### src/adccs_pkg.sv
`default_nettype none
package adccs_pkg;

    localparam int          CODE_W          = 12;
    localparam int          CHAN_W          = 3;
    localparam int          TRIM_W          = 8;
    localparam int          NUM_SLOTS       = 2;

    localparam int          CLK_HZ          = 10_000_000;
    localparam int          INTERVAL_BASE_US = 10_000;
    localparam int          INTERVAL_BASE_CYCLES = (CLK_HZ / 1_000_000) * INTERVAL_BASE_US;
    localparam int          POWERUP_NS      = 2_000;
    localparam int          POWERUP_CYCLES  = (POWERUP_NS * (CLK_HZ / 1_000_000) + 999) / 1000;

    localparam logic [11:0] CODE_MIN        = 12'h000;
    localparam logic [11:0] CODE_MAX        = 12'hFFF;
    localparam int          LOW_BYTE_MSB    = 7;
    localparam int          HIGH_NIB_LSB    = 8;

    localparam logic [2:0]  CH_EXT0         = 3'h0;
    localparam logic [2:0]  CH_EXT1         = 3'h1;
    localparam logic [2:0]  CH_SUPPLY       = 3'h3;
    localparam logic [2:0]  CH_LOW_POWER_MAX = 3'h4;
    localparam logic [2:0]  CH_TEMP0        = 3'h5;
    localparam logic [2:0]  CH_TEMP1        = 3'h6;

    localparam int          CAL_X1          = 2064;
    localparam int          CAL_X2          = 3112;

    localparam logic [1:0]  PWR_ACTIVE      = 2'h0;
    localparam logic [1:0]  PWR_SLEEP       = 2'h1;
    localparam logic [1:0]  PWR_OFF         = 2'h2;

    localparam logic [1:0]  RST_SLOT_SEL    = 2'h0;
    localparam logic [11:0] RST_CODE        = 12'h000;
    localparam logic [7:0]  RST_TRIM        = 8'h00;

    typedef enum logic [1:0] {
        ADCCS_IDLE,
        ADCCS_POWERUP,
        ADCCS_START,
        ADCCS_WAIT
    } adccs_state_t;

endpackage : adccs_pkg
`default_nettype wire

### src/adccs_slot_if.sv
`timescale 1ns/1ns
`default_nettype none
interface adccs_slot_if;
    logic        wr;
    logic [11:0] code;
    logic [11:0] thr;
    logic        pol;
    logic        crossed;
    logic [11:0] res;

    modport ctrl (output wr, output code, output thr, output pol, input crossed, input res);
    modport slot (input wr, input code, input thr, input pol, output crossed, output res);
endinterface : adccs_slot_if
`default_nettype wire

### src/adccs_seq.sv
// Notes on behaviour
// - finished one-shot conversion pulses done and loads low/high result.
// - periodic mode converts one or two channels, named by the two slot fields.
// - each slot has its own 12-bit threshold and a comparison polarity.
// - periodic mode powers the converter up and down by itself.
// - every periodic conversion refreshes that slot's result pair.
// - queued periodic channels run in ascending order, lower into slot 0.
// - threshold crossing pulses an interrupt for one cycle after that result is stored.
// - a newer periodic result overwrites an unread or uncleared one.
// - periodic conversion never stalls on pending interrupts or unread data.
// - per slot, a crossing starts shutdown when its shutdown bit is set.
// - in off, only channels 0 to 4 are converted; sleep also allows the case below.
// - channels 5 and 6 also convert in sleep while thermal sensing is on.
// - channels 0, 1 and 3 have two stored deviations at codes 2064 and 3112.
// - a pending one-shot request goes before a pending periodic one.
// - results are unsigned 12-bit codes from 0 to 4095.
`timescale 1ns/1ns
`default_nettype none
module adccs_seq #(
    parameter int INTERVAL_BASE_CYCLES = adccs_pkg::INTERVAL_BASE_CYCLES,
    parameter int POWERUP_CYCLES       = adccs_pkg::POWERUP_CYCLES,
    parameter int TRIM_W               = adccs_pkg::TRIM_W
) (
    input  wire logic              sys_clk_in,
    input  wire logic              reset_in,
    input  wire logic [2:0]        oneshot_channel_in,
    input  wire logic              oneshot_request_select_in,
    input  wire logic [2:0]        slot0_channel_field_in,
    input  wire logic [2:0]        slot1_channel_field_in,
    input  wire logic              periodic_slot0_enable_in,
    input  wire logic              periodic_slot1_enable_in,
    input  wire logic [1:0]        periodic_interval_in,
    input  wire logic [1:0]        periodic_shutdown_enable_in,
    input  wire logic [1:0]        periodic_polarity_in,
    input  wire logic [7:0]        slot0_threshold_low_in,
    input  wire logic [3:0]        slot0_threshold_high_in,
    input  wire logic [7:0]        slot1_threshold_low_in,
    input  wire logic [3:0]        slot1_threshold_high_in,
    input  wire logic [1:0]        power_state_in,
    input  wire logic              thermal_sensor_enable_in,
    input  wire logic              high_supply_range_in,
    input  wire logic [TRIM_W-1:0] trim_deviation_1_in,
    input  wire logic [TRIM_W-1:0] trim_deviation_2_in,
    input  wire logic [TRIM_W-1:0] trim_deviation_3_in,
    input  wire logic [TRIM_W-1:0] trim_deviation_4_in,
    input  wire logic [TRIM_W-1:0] trim_deviation_5_in,
    input  wire logic [TRIM_W-1:0] trim_deviation_6_in,
    input  wire logic              conv_done_in,
    input  wire logic [11:0]       conv_code_in,
    output logic                   conv_power_out,
    output logic                   conv_start_out,
    output logic [2:0]             conv_channel_out,
    output logic                   oneshot_done_irq_out,
    output logic [7:0]             oneshot_result_low_out,
    output logic [3:0]             oneshot_result_high_out,
    output logic [7:0]             slot0_result_low_out,
    output logic [3:0]             slot0_result_high_out,
    output logic [7:0]             slot1_result_low_out,
    output logic [3:0]             slot1_result_high_out,
    output logic                   threshold_irq_out,
    output logic                   shutdown_request_out,
    output logic [TRIM_W-1:0]      cal_dev1_out,
    output logic [TRIM_W-1:0]      cal_dev2_out,
    output logic                   busy_out
);
    localparam int PU_W = $clog2(POWERUP_CYCLES + 1);

    // barred channels are dropped, not held, so a refused request can never stall the queue
    function automatic logic chan_allowed(input logic [2:0] ch, input logic [1:0] pst,
                                          input logic therm);
        logic ok;
        ok = 1'b1;
        if (pst != adccs_pkg::PWR_ACTIVE) begin
            ok = (ch <= adccs_pkg::CH_LOW_POWER_MAX);
            if ((pst == adccs_pkg::PWR_SLEEP) && therm &&
                ((ch == adccs_pkg::CH_TEMP0) || (ch == adccs_pkg::CH_TEMP1))) begin
                ok = 1'b1;
            end
        end
        return ok;
    endfunction : chan_allowed

    adccs_pkg::adccs_state_t state_r;
    logic [PU_W-1:0] pu_cnt_r;
    logic            os_pend_r;
    logic [2:0]      os_chan_r;
    logic [1:0]      per_pend_r;
    logic [2:0]      per_chan_r [2];
    logic            cur_os_r;
    logic            cur_slot_r;
    logic            tick;
    logic            per_run;
    logic            both_en;
    logic [2:0]      lo_ch;
    logic [2:0]      hi_ch;
    logic            take_os;
    logic            take_per;
    logic            per_idx;
    logic [2:0]      next_ch;
    logic            any_pend;
    logic            finish;
    logic [11:0]     os_res_r;
    logic [1:0]      crossed;

    adccs_slot_if sif [2] ();

    assign per_run  = periodic_slot0_enable_in || periodic_slot1_enable_in;
    assign both_en  = periodic_slot0_enable_in && periodic_slot1_enable_in;
    assign lo_ch    = (slot1_channel_field_in < slot0_channel_field_in) ?
                      slot1_channel_field_in : slot0_channel_field_in;
    assign hi_ch    = (slot1_channel_field_in < slot0_channel_field_in) ?
                      slot0_channel_field_in : slot1_channel_field_in;
    assign any_pend = os_pend_r || (per_pend_r != 2'b00);
    assign take_os  = os_pend_r;
    assign take_per = !os_pend_r && (per_pend_r != 2'b00);
    // slot 0 drains first, so after sorting the lower channel always lands there
    assign per_idx  = per_pend_r[0] ? 1'b0 : 1'b1;
    assign next_ch  = take_os ? os_chan_r : per_chan_r[per_idx];
    assign finish   = (state_r == adccs_pkg::ADCCS_WAIT) && conv_done_in;

    adccs_timer #(
        .BASE_CYCLES (INTERVAL_BASE_CYCLES)
    ) u_timer (
        .sys_clk_in  (sys_clk_in),
        .reset_in    (reset_in),
        .run_in      (per_run),
        .interval_in (periodic_interval_in),
        .tick_out    (tick)
    );

    // a request landing while the previous one is in its start or wait state is kept; one landing before its start state is lost
    always_ff @(posedge sys_clk_in) begin
        if (reset_in) begin
            os_pend_r <= 1'b0;
            os_chan_r <= adccs_pkg::CH_EXT0;
        end else if (oneshot_request_select_in) begin
            os_pend_r <= 1'b1;
            os_chan_r <= oneshot_channel_in;
        end else if ((state_r == adccs_pkg::ADCCS_START) && cur_os_r) begin
            os_pend_r <= 1'b0;
        end
    end

    // a fresh tick re-queues the enabled slots even if the last round is unfinished
    always_ff @(posedge sys_clk_in) begin
        if (reset_in) begin
            per_pend_r    <= 2'b00;
            per_chan_r[0] <= adccs_pkg::CH_EXT0;
            per_chan_r[1] <= adccs_pkg::CH_EXT0;
        end else if (tick) begin
            if (both_en) begin
                per_pend_r    <= 2'b11;
                per_chan_r[0] <= lo_ch;
                per_chan_r[1] <= hi_ch;
            end else begin
                per_pend_r    <= {periodic_slot1_enable_in, periodic_slot0_enable_in};
                per_chan_r[0] <= slot0_channel_field_in;
                per_chan_r[1] <= slot1_channel_field_in;
            end
        end else if ((state_r == adccs_pkg::ADCCS_START) && !cur_os_r) begin
            per_pend_r[cur_slot_r] <= 1'b0;
        end
    end

    always_ff @(posedge sys_clk_in) begin
        if (reset_in) begin
            state_r          <= adccs_pkg::ADCCS_IDLE;
            pu_cnt_r         <= '0;
            cur_os_r         <= 1'b0;
            cur_slot_r       <= 1'b0;
            conv_power_out   <= 1'b0;
            conv_start_out   <= 1'b0;
            conv_channel_out <= adccs_pkg::CH_EXT0;
        end else begin
            conv_start_out <= 1'b0;
            case (state_r)
                adccs_pkg::ADCCS_IDLE: begin
                    if (take_os || take_per) begin
                        cur_os_r         <= take_os;
                        cur_slot_r       <= per_idx;
                        conv_channel_out <= next_ch;
                        conv_power_out   <= 1'b1;
                        pu_cnt_r         <= '0;
                        // power stays on between queued conversions, so only the first warms up
                        if (conv_power_out) begin
                            state_r <= adccs_pkg::ADCCS_START;
                        end else begin
                            state_r <= adccs_pkg::ADCCS_POWERUP;
                        end
                    end else begin
                        conv_power_out <= 1'b0;
                    end
                end
                adccs_pkg::ADCCS_POWERUP: begin
                    pu_cnt_r <= pu_cnt_r + PU_W'(1);
                    if (pu_cnt_r >= PU_W'(POWERUP_CYCLES - 1)) begin
                        state_r <= adccs_pkg::ADCCS_START;
                    end
                end
                adccs_pkg::ADCCS_START: begin
                    // channels barred in the present power state are dropped
                    if (chan_allowed(conv_channel_out, power_state_in,
                                     thermal_sensor_enable_in)) begin
                        conv_start_out <= 1'b1;
                        state_r        <= adccs_pkg::ADCCS_WAIT;
                    end else begin
                        state_r <= adccs_pkg::ADCCS_IDLE;
                    end
                end
                adccs_pkg::ADCCS_WAIT: begin
                    if (conv_done_in) begin
                        state_r <= adccs_pkg::ADCCS_IDLE;
                    end
                end
                default: begin
                    state_r <= adccs_pkg::ADCCS_IDLE;
                end
            endcase
        end
    end

    always_ff @(posedge sys_clk_in) begin
        if (reset_in) begin
            os_res_r             <= adccs_pkg::RST_CODE;
            oneshot_done_irq_out <= 1'b0;
        end else begin
            oneshot_done_irq_out <= finish && cur_os_r;
            if (finish && cur_os_r) begin
                os_res_r <= conv_code_in;
            end
        end
    end

    generate
        for (genvar s = 0; s < adccs_pkg::NUM_SLOTS; s++) begin : g_slot
            assign sif[s].wr   = finish && !cur_os_r && (cur_slot_r == 1'(s));
            assign sif[s].code = conv_code_in;
            assign sif[s].pol  = periodic_polarity_in[s];
            assign crossed[s]  = sif[s].crossed;
            adccs_slot u_slot (
                .sys_clk_in (sys_clk_in),
                .reset_in   (reset_in),
                .sif        (sif[s])
            );
        end
    endgenerate

    assign sif[0].thr = {slot0_threshold_high_in, slot0_threshold_low_in};
    assign sif[1].thr = {slot1_threshold_high_in, slot1_threshold_low_in};

    always_ff @(posedge sys_clk_in) begin
        if (reset_in) begin
            threshold_irq_out    <= 1'b0;
            shutdown_request_out <= 1'b0;
        end else begin
            threshold_irq_out    <= |crossed;
            shutdown_request_out <= |(crossed & periodic_shutdown_enable_in);
        end
    end

    // the result outputs are flops already; the split is wiring only
    assign oneshot_result_low_out  = os_res_r[adccs_pkg::LOW_BYTE_MSB:0];
    assign oneshot_result_high_out = os_res_r[11:adccs_pkg::HIGH_NIB_LSB];
    assign slot0_result_low_out    = sif[0].res[adccs_pkg::LOW_BYTE_MSB:0];
    assign slot0_result_high_out   = sif[0].res[11:adccs_pkg::HIGH_NIB_LSB];
    assign slot1_result_low_out    = sif[1].res[adccs_pkg::LOW_BYTE_MSB:0];
    assign slot1_result_high_out   = sif[1].res[11:adccs_pkg::HIGH_NIB_LSB];

    // trim pair follows the selected one-shot channel; unsupported channels read zero
    always_ff @(posedge sys_clk_in) begin
        if (reset_in) begin
            cal_dev1_out <= TRIM_W'(adccs_pkg::RST_TRIM);
            cal_dev2_out <= TRIM_W'(adccs_pkg::RST_TRIM);
        end else if ((oneshot_channel_in == adccs_pkg::CH_EXT0) ||
                     (oneshot_channel_in == adccs_pkg::CH_EXT1)) begin
            cal_dev1_out <= trim_deviation_1_in;
            cal_dev2_out <= trim_deviation_2_in;
        end else if (oneshot_channel_in == adccs_pkg::CH_SUPPLY) begin
            cal_dev1_out <= high_supply_range_in ? trim_deviation_5_in : trim_deviation_3_in;
            cal_dev2_out <= high_supply_range_in ? trim_deviation_6_in : trim_deviation_4_in;
        end else begin
            cal_dev1_out <= TRIM_W'(adccs_pkg::RST_TRIM);
            cal_dev2_out <= TRIM_W'(adccs_pkg::RST_TRIM);
        end
    end

    // busy covers the queue too, so queued but unstarted work is visible
    always_ff @(posedge sys_clk_in) begin
        if (reset_in) begin
            busy_out <= 1'b0;
        end else begin
            busy_out <= any_pend || (state_r != adccs_pkg::ADCCS_IDLE);
        end
    end
endmodule : adccs_seq
`default_nettype wire

### src/adccs_slot.sv
`timescale 1ns/1ns
`default_nettype none
module adccs_slot (
    input  wire logic    sys_clk_in,
    input  wire logic    reset_in,
    adccs_slot_if.slot   sif
);
    logic [11:0] res_r;
    logic        crossed_r;

    // the newest result always replaces the old one, read or not
    always_ff @(posedge sys_clk_in) begin
        if (reset_in) begin
            res_r <= adccs_pkg::RST_CODE;
        end else if (sif.wr) begin
            res_r <= sif.code;
        end
    end

    // polarity high flags codes above the threshold, low flags codes below it
    always_ff @(posedge sys_clk_in) begin
        if (reset_in) begin
            crossed_r <= 1'b0;
        end else begin
            crossed_r <= sif.wr && (sif.pol ? (sif.code > sif.thr) : (sif.code < sif.thr));
        end
    end

    assign sif.res     = res_r;
    assign sif.crossed = crossed_r;
endmodule : adccs_slot
`default_nettype wire

### src/adccs_timer.sv
`timescale 1ns/1ns
`default_nettype none
module adccs_timer #(
    parameter int BASE_CYCLES = adccs_pkg::INTERVAL_BASE_CYCLES
) (
    input  wire logic       sys_clk_in,
    input  wire logic       reset_in,
    input  wire logic       run_in,
    input  wire logic [1:0] interval_in,
    output logic            tick_out
);
    // interval code n gives a period of BASE_CYCLES times two to the n
    localparam int CNT_W = $clog2(BASE_CYCLES * 8 + 1);

    logic [CNT_W-1:0] cnt_r;
    logic [CNT_W-1:0] limit;

    assign limit = CNT_W'(BASE_CYCLES) << interval_in;

    always_ff @(posedge sys_clk_in) begin
        if (reset_in || !run_in) begin
            cnt_r    <= '0;
            tick_out <= 1'b0;
        end else if (cnt_r >= limit - CNT_W'(1)) begin
            cnt_r    <= '0;
            tick_out <= 1'b1;
        end else begin
            cnt_r    <= cnt_r + CNT_W'(1);
            tick_out <= 1'b0;
        end
    end
endmodule : adccs_timer
`default_nettype wire

### config.mk
export PLATFORM = sky130hd
export DESIGN_NAME = adccs_seq
export DESIGN_NICKNAME = d
export VERILOG_FILES = /design/src/adccs_pkg.sv /design/src/adccs_slot_if.sv /design/src/adccs_seq.sv /design/src/adccs_slot.sv /design/src/adccs_timer.sv
export SDC_FILE = /design/constraint.sdc
export NUM_CORES = 1
export LEC_CHECK = 0
export BUFFER_PORTS_ARGS = -buffer_cell sky130_fd_sc_hd__buf_2
export CORE_ASPECT_RATIO = 1.75
export CORE_MARGIN = 2
export CORE_UTILIZATION = 30
export DETAILED_ROUTE_END_ITERATION = 10
export PLACE_DENSITY = 0.62
export SLEW_MARGIN = 10
export SYNTH_ARGS = -nofsm -noshare
export SYNTH_HDL_FRONTEND = slang
export SYNTH_SLANG_ARGS = --single-unit
export TNS_END_PERCENT = 5
### constraint.sdc
create_clock -name sys_clk_in -period 2.3 [get_ports sys_clk_in]
set_input_delay 0.46 -clock sys_clk_in [delete_from_list [all_inputs] [get_ports sys_clk_in]]
set_output_delay 0.46 -clock sys_clk_in [all_outputs]
set_load 0.005 [all_outputs]
## After elaboration in Yosys (flattened, before gate mapping)

Memory sizes are Yosys's and may differ from the RTL's.
Index checks and enable logic that the tools add are counted.

- Memories kept: 1
- Output and inout bits: 61
- Input port bits: 109
- Register bits: 99
- RAM bits: 6
- Logic and storage cells: 145

Memories:

| memory | words | width | rd ports | clocked after Yosys merged registers in | wr ports | line | RTL |
|---|---|---|---|---|---|---|---|
| per_chan_r | 2 | 3 | 1 | 0 | 2 | adccs_seq.sv:88 | `logic [2:0] per_chan_r [2];` |

- Order comparisons: 10
- Add/subtract/negate cells: 3
- Shift operators: 1
- Bitwise operators: 9
- Multiplexer cells: 48
- Eq/ne operators: 11
- Reductions and logical operators: 39

Operator list:

| operator | number |
|---|---|
| 8-bit two-way mux | 6 |
| 12-bit > comparator | 2 |
| 12-bit < comparator | 2 |
| 1-bit two-way mux | 23 |
| 3-bit two-way mux | 7 |
| 20-bit by 1-bit adder with 20-bit output, second input constant | 1 |
| 20-bit greater-or-equal comparator | 1 |
| 17-bit by 2-bit left shift with 20-bit output, first input constant | 1 |
| 20-bit by 1-bit subtractor with 20-bit output, second input constant | 1 |
| 2-bit two-way mux | 8 |
| 1-bit logical AND | 14 |
| 2-bit nonzero test | 6 |
| 5-bit case mux with 2 select lines | 1 |
| 2-bit case mux with 4 select lines | 1 |
| 2-bit OR reduction | 4 |
| 1-bit logical OR | 7 |
| 3-bit equality test, second input constant | 2 |
| 2-bit inequality test, second input constant | 3 |
| 5-bit by 1-bit adder with 5-bit output, second input constant | 1 |
| 5-bit greater-or-equal comparator, second input constant | 1 |
| 5-bit two-way mux | 1 |
| 2-bit bitwise AND | 2 |
| 2-bit by 1-bit equality test with 1-bit output, second input constant | 2 |
| 2-bit equality test, second input constant | 2 |
| other kinds (15) | 22 |

## Longest topological paths before layout

- Depth after elaboration: 9
- Depth in mapped cells: 11
- Depth with buffers taken out: 10

## Hierarchy

A second synthesis with hierarchy kept.

- Cell total of the unflattened synthesis: 631
- Area total of the unflattened synthesis: 5599.1 um^2

Modules (own cells, without submodules):

| module | cells each | area an instance (um^2) | instances |
|---|---|---|---|
| adccs_seq | 303 | 2621.3 | 1 |
| adccs_slot | 85 | 785.8 | 2 |
| adccs_timer | 158 | 1406.3 | 1 |

## Worst setup path before layout

No wires, ideal clock.

- Kind: input -> register
- From: in periodic_interval_in[1]
- To: reg u_timer.cnt_r[5]
- Stages: 9
- Data required time: 2236 ps
- Library setup time: 64 ps
- Arrival time: 2006 ps
- Slack: 230 ps
- Path buffers: 1
- Path through: inv_1 > ha_1 > inv_1 > ha_1 > and4_1 > a221oi_2 > nand4_2 > buf_6 > nor2_1

- Word-level cells in the longest chain between the ends: 4

Ends and longest elaborated chain:

| element | line | RTL |
|---|---|---|
| start: declaration | adccs_seq.sv:32 | `input wire logic [1:0] periodic_interval_in,` |
| 17-bit by 2-bit left shift with 20-bit output | adccs_timer.sv:18 | `assign limit = CNT_W'(BASE_CYCLES) << interval_in;` |
| 20-bit by 1-bit subtractor with 20-bit output | adccs_timer.sv:24 | `end else if (cnt_r >= limit - CNT_W'(1)) begin` |
| 20-bit greater-or-equal comparator | adccs_timer.sv:24 |  |
| 2-bit OR reduction (no source line) | - |  |
| end signal: assignment | adccs_timer.sv:28 | `cnt_r <= cnt_r + CNT_W'(1);` |
| end: declaration | adccs_timer.sv:15 | `logic [CNT_W-1:0] cnt_r;` |

Every way passes these cells.
A chain may end at the register's enable or synchronous reset.

## Worst setup path in the final report

- From: in periodic_interval_in[0]
- To: reg u_timer.cnt_r[19]

The elaborated chain is that of the path after synthesis.

==> results.cfg <==
[timing]
tns_ps = 0
drv_slew = 0
finalSetupViolCount = 0
max_freq_ghz = 0.506
min_period_ps = 1980
worst_hold_slack_ps = 330
slew_headroom = 0.655
post-route-period-util = 0.859
tightestPinTransition_ps = 517
rsz0062_at_grt = no
skew_ps = 11.5
hold_viol = 0

[drt]
drt-vias-per-instance = 4.74
vias = 4912
firstDrtPassIters = 4
drtIter0Drc = 136
ant_nets = 0
wl_per_cell_um = 14.3
drt-total-wl_um = 14800
drc = 0

[global_route]
grt_pass1_vias = 4875
antenna_found_initial = 1
grt_use_total = 0.159
grt_pass1_wl_um = 24000
grt_overflow_total = 0
grt_start_max_net_pins = 35

[logic_synthesis]
synth_ff_type = dfxtp_1
yosysUniqueCellTypes = 58
avgSynthCellArea_um2 = 8.59
ys_warn_count = 0
synth_nets = 789
async_reset_ff_frac = 0
yosysSeqAreaShare = 0.400
synth_area_leader_cell = dfxtp_1
netlist.area_leader.share = 0.367
ys_seq_elements = 105
synth_edf_count = 6
syn_area_mm2 = 0.00541
synth_cells = 629
synthTopCellsByArea = dfxtp_1 37%, ha_1 12%, mux2i_1 7.6%

[power]
switching_share = 0.256
power_frac_clock = 0.393
p_leak_nw = 3.34
p_sw_w = 0.00101
pwr-share-seq = 0.483
power_density_mw_per_mm2 = 578
pwr-share-comb = 0.124
ir_worst_vdd_v = 0.000309
internal_power_w = 0.00293

[job]
maxCapViolCount = 0

[critical_path]
end_kind = flop
crit_slowest_cell = a221oi_2
timing.critical_path.buf_inv = 4
worstPathMaxFanout = 20
reg2reg_to = u_timer.cnt_r[19]$_SDFF_PP0_
crit_path_cell_trace = buf_2, inv_1, ha_1, inv_1, ha_1, and4_1, a221oi_2, nand4_2, buf_12, nor2_1
start_kind = primary input
r2r_setup_slack_ps = 510
r2r_start = u_timer.cnt_r[13]$_SDFF_PP0_
reg2reg_depth = 7
critPathLaunch = periodic_interval_in[0]
critPathTopFamily = adder cells
arrival_ps = 2270
critPathMaxStageDelay_ps = 340
critPathCapture = u_timer.cnt_r[19]$_SDFF_PP0_
required_ps = 2590
crit_cells = 10
crit_type = in2reg

[floorplanning]
initial_utilization = 0.303
die_area_mm2 = 0.0191
die_x_um = 105
dieHeight_um = 182
io_pins = 170
core_area_mm2 = 0.0178
rows = 65

[final_layout]
drive_gt1_frac = 0.261
area_growth_syn_to_layout_pct = 26.1
layout.area.seq_mm2 = 0.00216
nets = 957
finish.utilization = 0.383
fin_cells = 1037
fillCellCount = 1857
final_cell_mix = 169 x buf_2, 108 x nor2_1, 99 x dfxtp_1
multi_input_area_mm2 = 0.00295
final_common_cell = buf_2
fin_area_mm2 = 0.00682

[clocking]
root_buffer = clkbuf_16
clock-sinks = 105
cts_setup_buffers = 0
holdBufCountCts = 0
cts_resized = 0
clock_latency_ps = 350
htreeDepth = 3
clkTransAtPathRegs_ps = 70
cts_buffers = 9
clock_path_buffers = 2
cts_tree = built

[place]
placed_area_mm2 = 0.00652
dp_hpwl_um = 11800
placed_cells = 1020
gp_congestion = 0.845
port_buffers = 169

[hold_path]
hold_path_class = in2reg
hp-start = trim_deviation_1_in[5]

[outcome]
status = finished clean
==> power groups by stage <==
stage	Sequential, W	Clock (W)	Combinational, W
after floorplan	0.00194	0	0.000279
after global placement	0.00195	0	0.000488
after detailed placement	0.00195	0	0.000495
after CTS	0.00190	0.00160	0.000498
after global routing	0.00191	0.00168	0.000556
final	0.00190	0.00155	0.000489
==> cells in the mapped netlist (4+ instances only) <==
cell      count
a211oi_1      5
xor2_1       11
clkbuf_1      9
nand3_1      19
inv_1        41
ha_1         51
nand4_1      11
nand2_1      70
a22oi_1       5
a21oi_1      63
dfxtp_1      99
and3_1        5
nor2_1      108
buf_2        10
edfxtp_1      6
a21o_1        5
mux2i_1      41
nor3_1        4
o21ai_0       4
xnor2_1       7
==> layer usage <==
metal	wire length, um	vias up	track usage	share of wire
met5	0	-	0	0
met4	342	0	0.0677	0.023
met2	8160	124	0.308	0.55
met3	640	22	0.0355	0.043
li1	-	2480	-	-
met1	5660	2286	0.160	0.38
==> flip-flops by register name, summed over array words and instances, names as in the netlist, 5 cells and up <==
register	count
per_chan_r	6
g_slot.u_slot.sif.res	24
os_res_r	12
cal_dev1_out	8
pu_cnt_r	5
cal_dev2_out	8
u_timer.cnt_r	20
==> kinds of logic (layout without fill, tap and decap cells) <==
| group | count (synthesis) | count (layout) | synth area share |
|---|---|---|---|
| fa+ha+maj | 51 | 51 | 0.118 |
| compound gates | 103 | 103 | 0.115 |
| xor+xnor | 18 | 18 | 0.0292 |
| mux | 43 | 43 | 0.0801 |
| simple gates | 242 | 242 | 0.203 |
| buf+inv | 66 | 239 | 0.0537 |
| flops | 105 | 105 | 0.400 |
| other cells | 1 | 2 | 0.000694 |
==> worst min-delay path by stage <==
stage | to | slack, ps | depth (start not counted)
after floorplan | u_timer.cnt_r[0]$_SDFF_PP0_ | 430 | 1
after global placement | os_res_r[2]$_SDFFE_PP0P_ | 440 | 2
after detailed placement | g_slot[0].u_slot.sif.res[10]$_SDFFE_PP0P_ | 440 | 2
after CTS | cal_dev1_out[4]$_SDFF_PP0_ | 310 | 3
after global routing | cal_dev1_out[5]$_SDFF_PP0_ | 320 | 3
final | cal_dev1_out[5]$_SDFF_PP0_ | 330 | 3
==> through the flow <==
stage / setup slack, ps / power, W
2_1_floorplan: 230 / 0.00222
3_3_place_gp: 17.6 / 0.00243
3_5_place_dp: -47.7 / 0.00244
4_1_cts: 331 / 0.00400
5_1_grt: 189 / 0.00415
6_report: 324 / 0.00394
==> layout make-up <==
type | count | share of cell area
diodes | 1 | 0.000367
clock buffers | 13 | 0.0398
clock inverters | 3 | 0.00349
inverters | 41 | 0.0226
multi-input cells | 458 | 0.433
flip-flops and latches | 105 | 0.317
well taps | 234 | 0.0430
repair buffers | 182 | 0.140
==> tightest hold or removal path: stages <==
cell and delay [ps]:
buf_2 80, a21oi_1 50, nor2_1 70
Note: power is estimated with default switching activity, not from simulation.
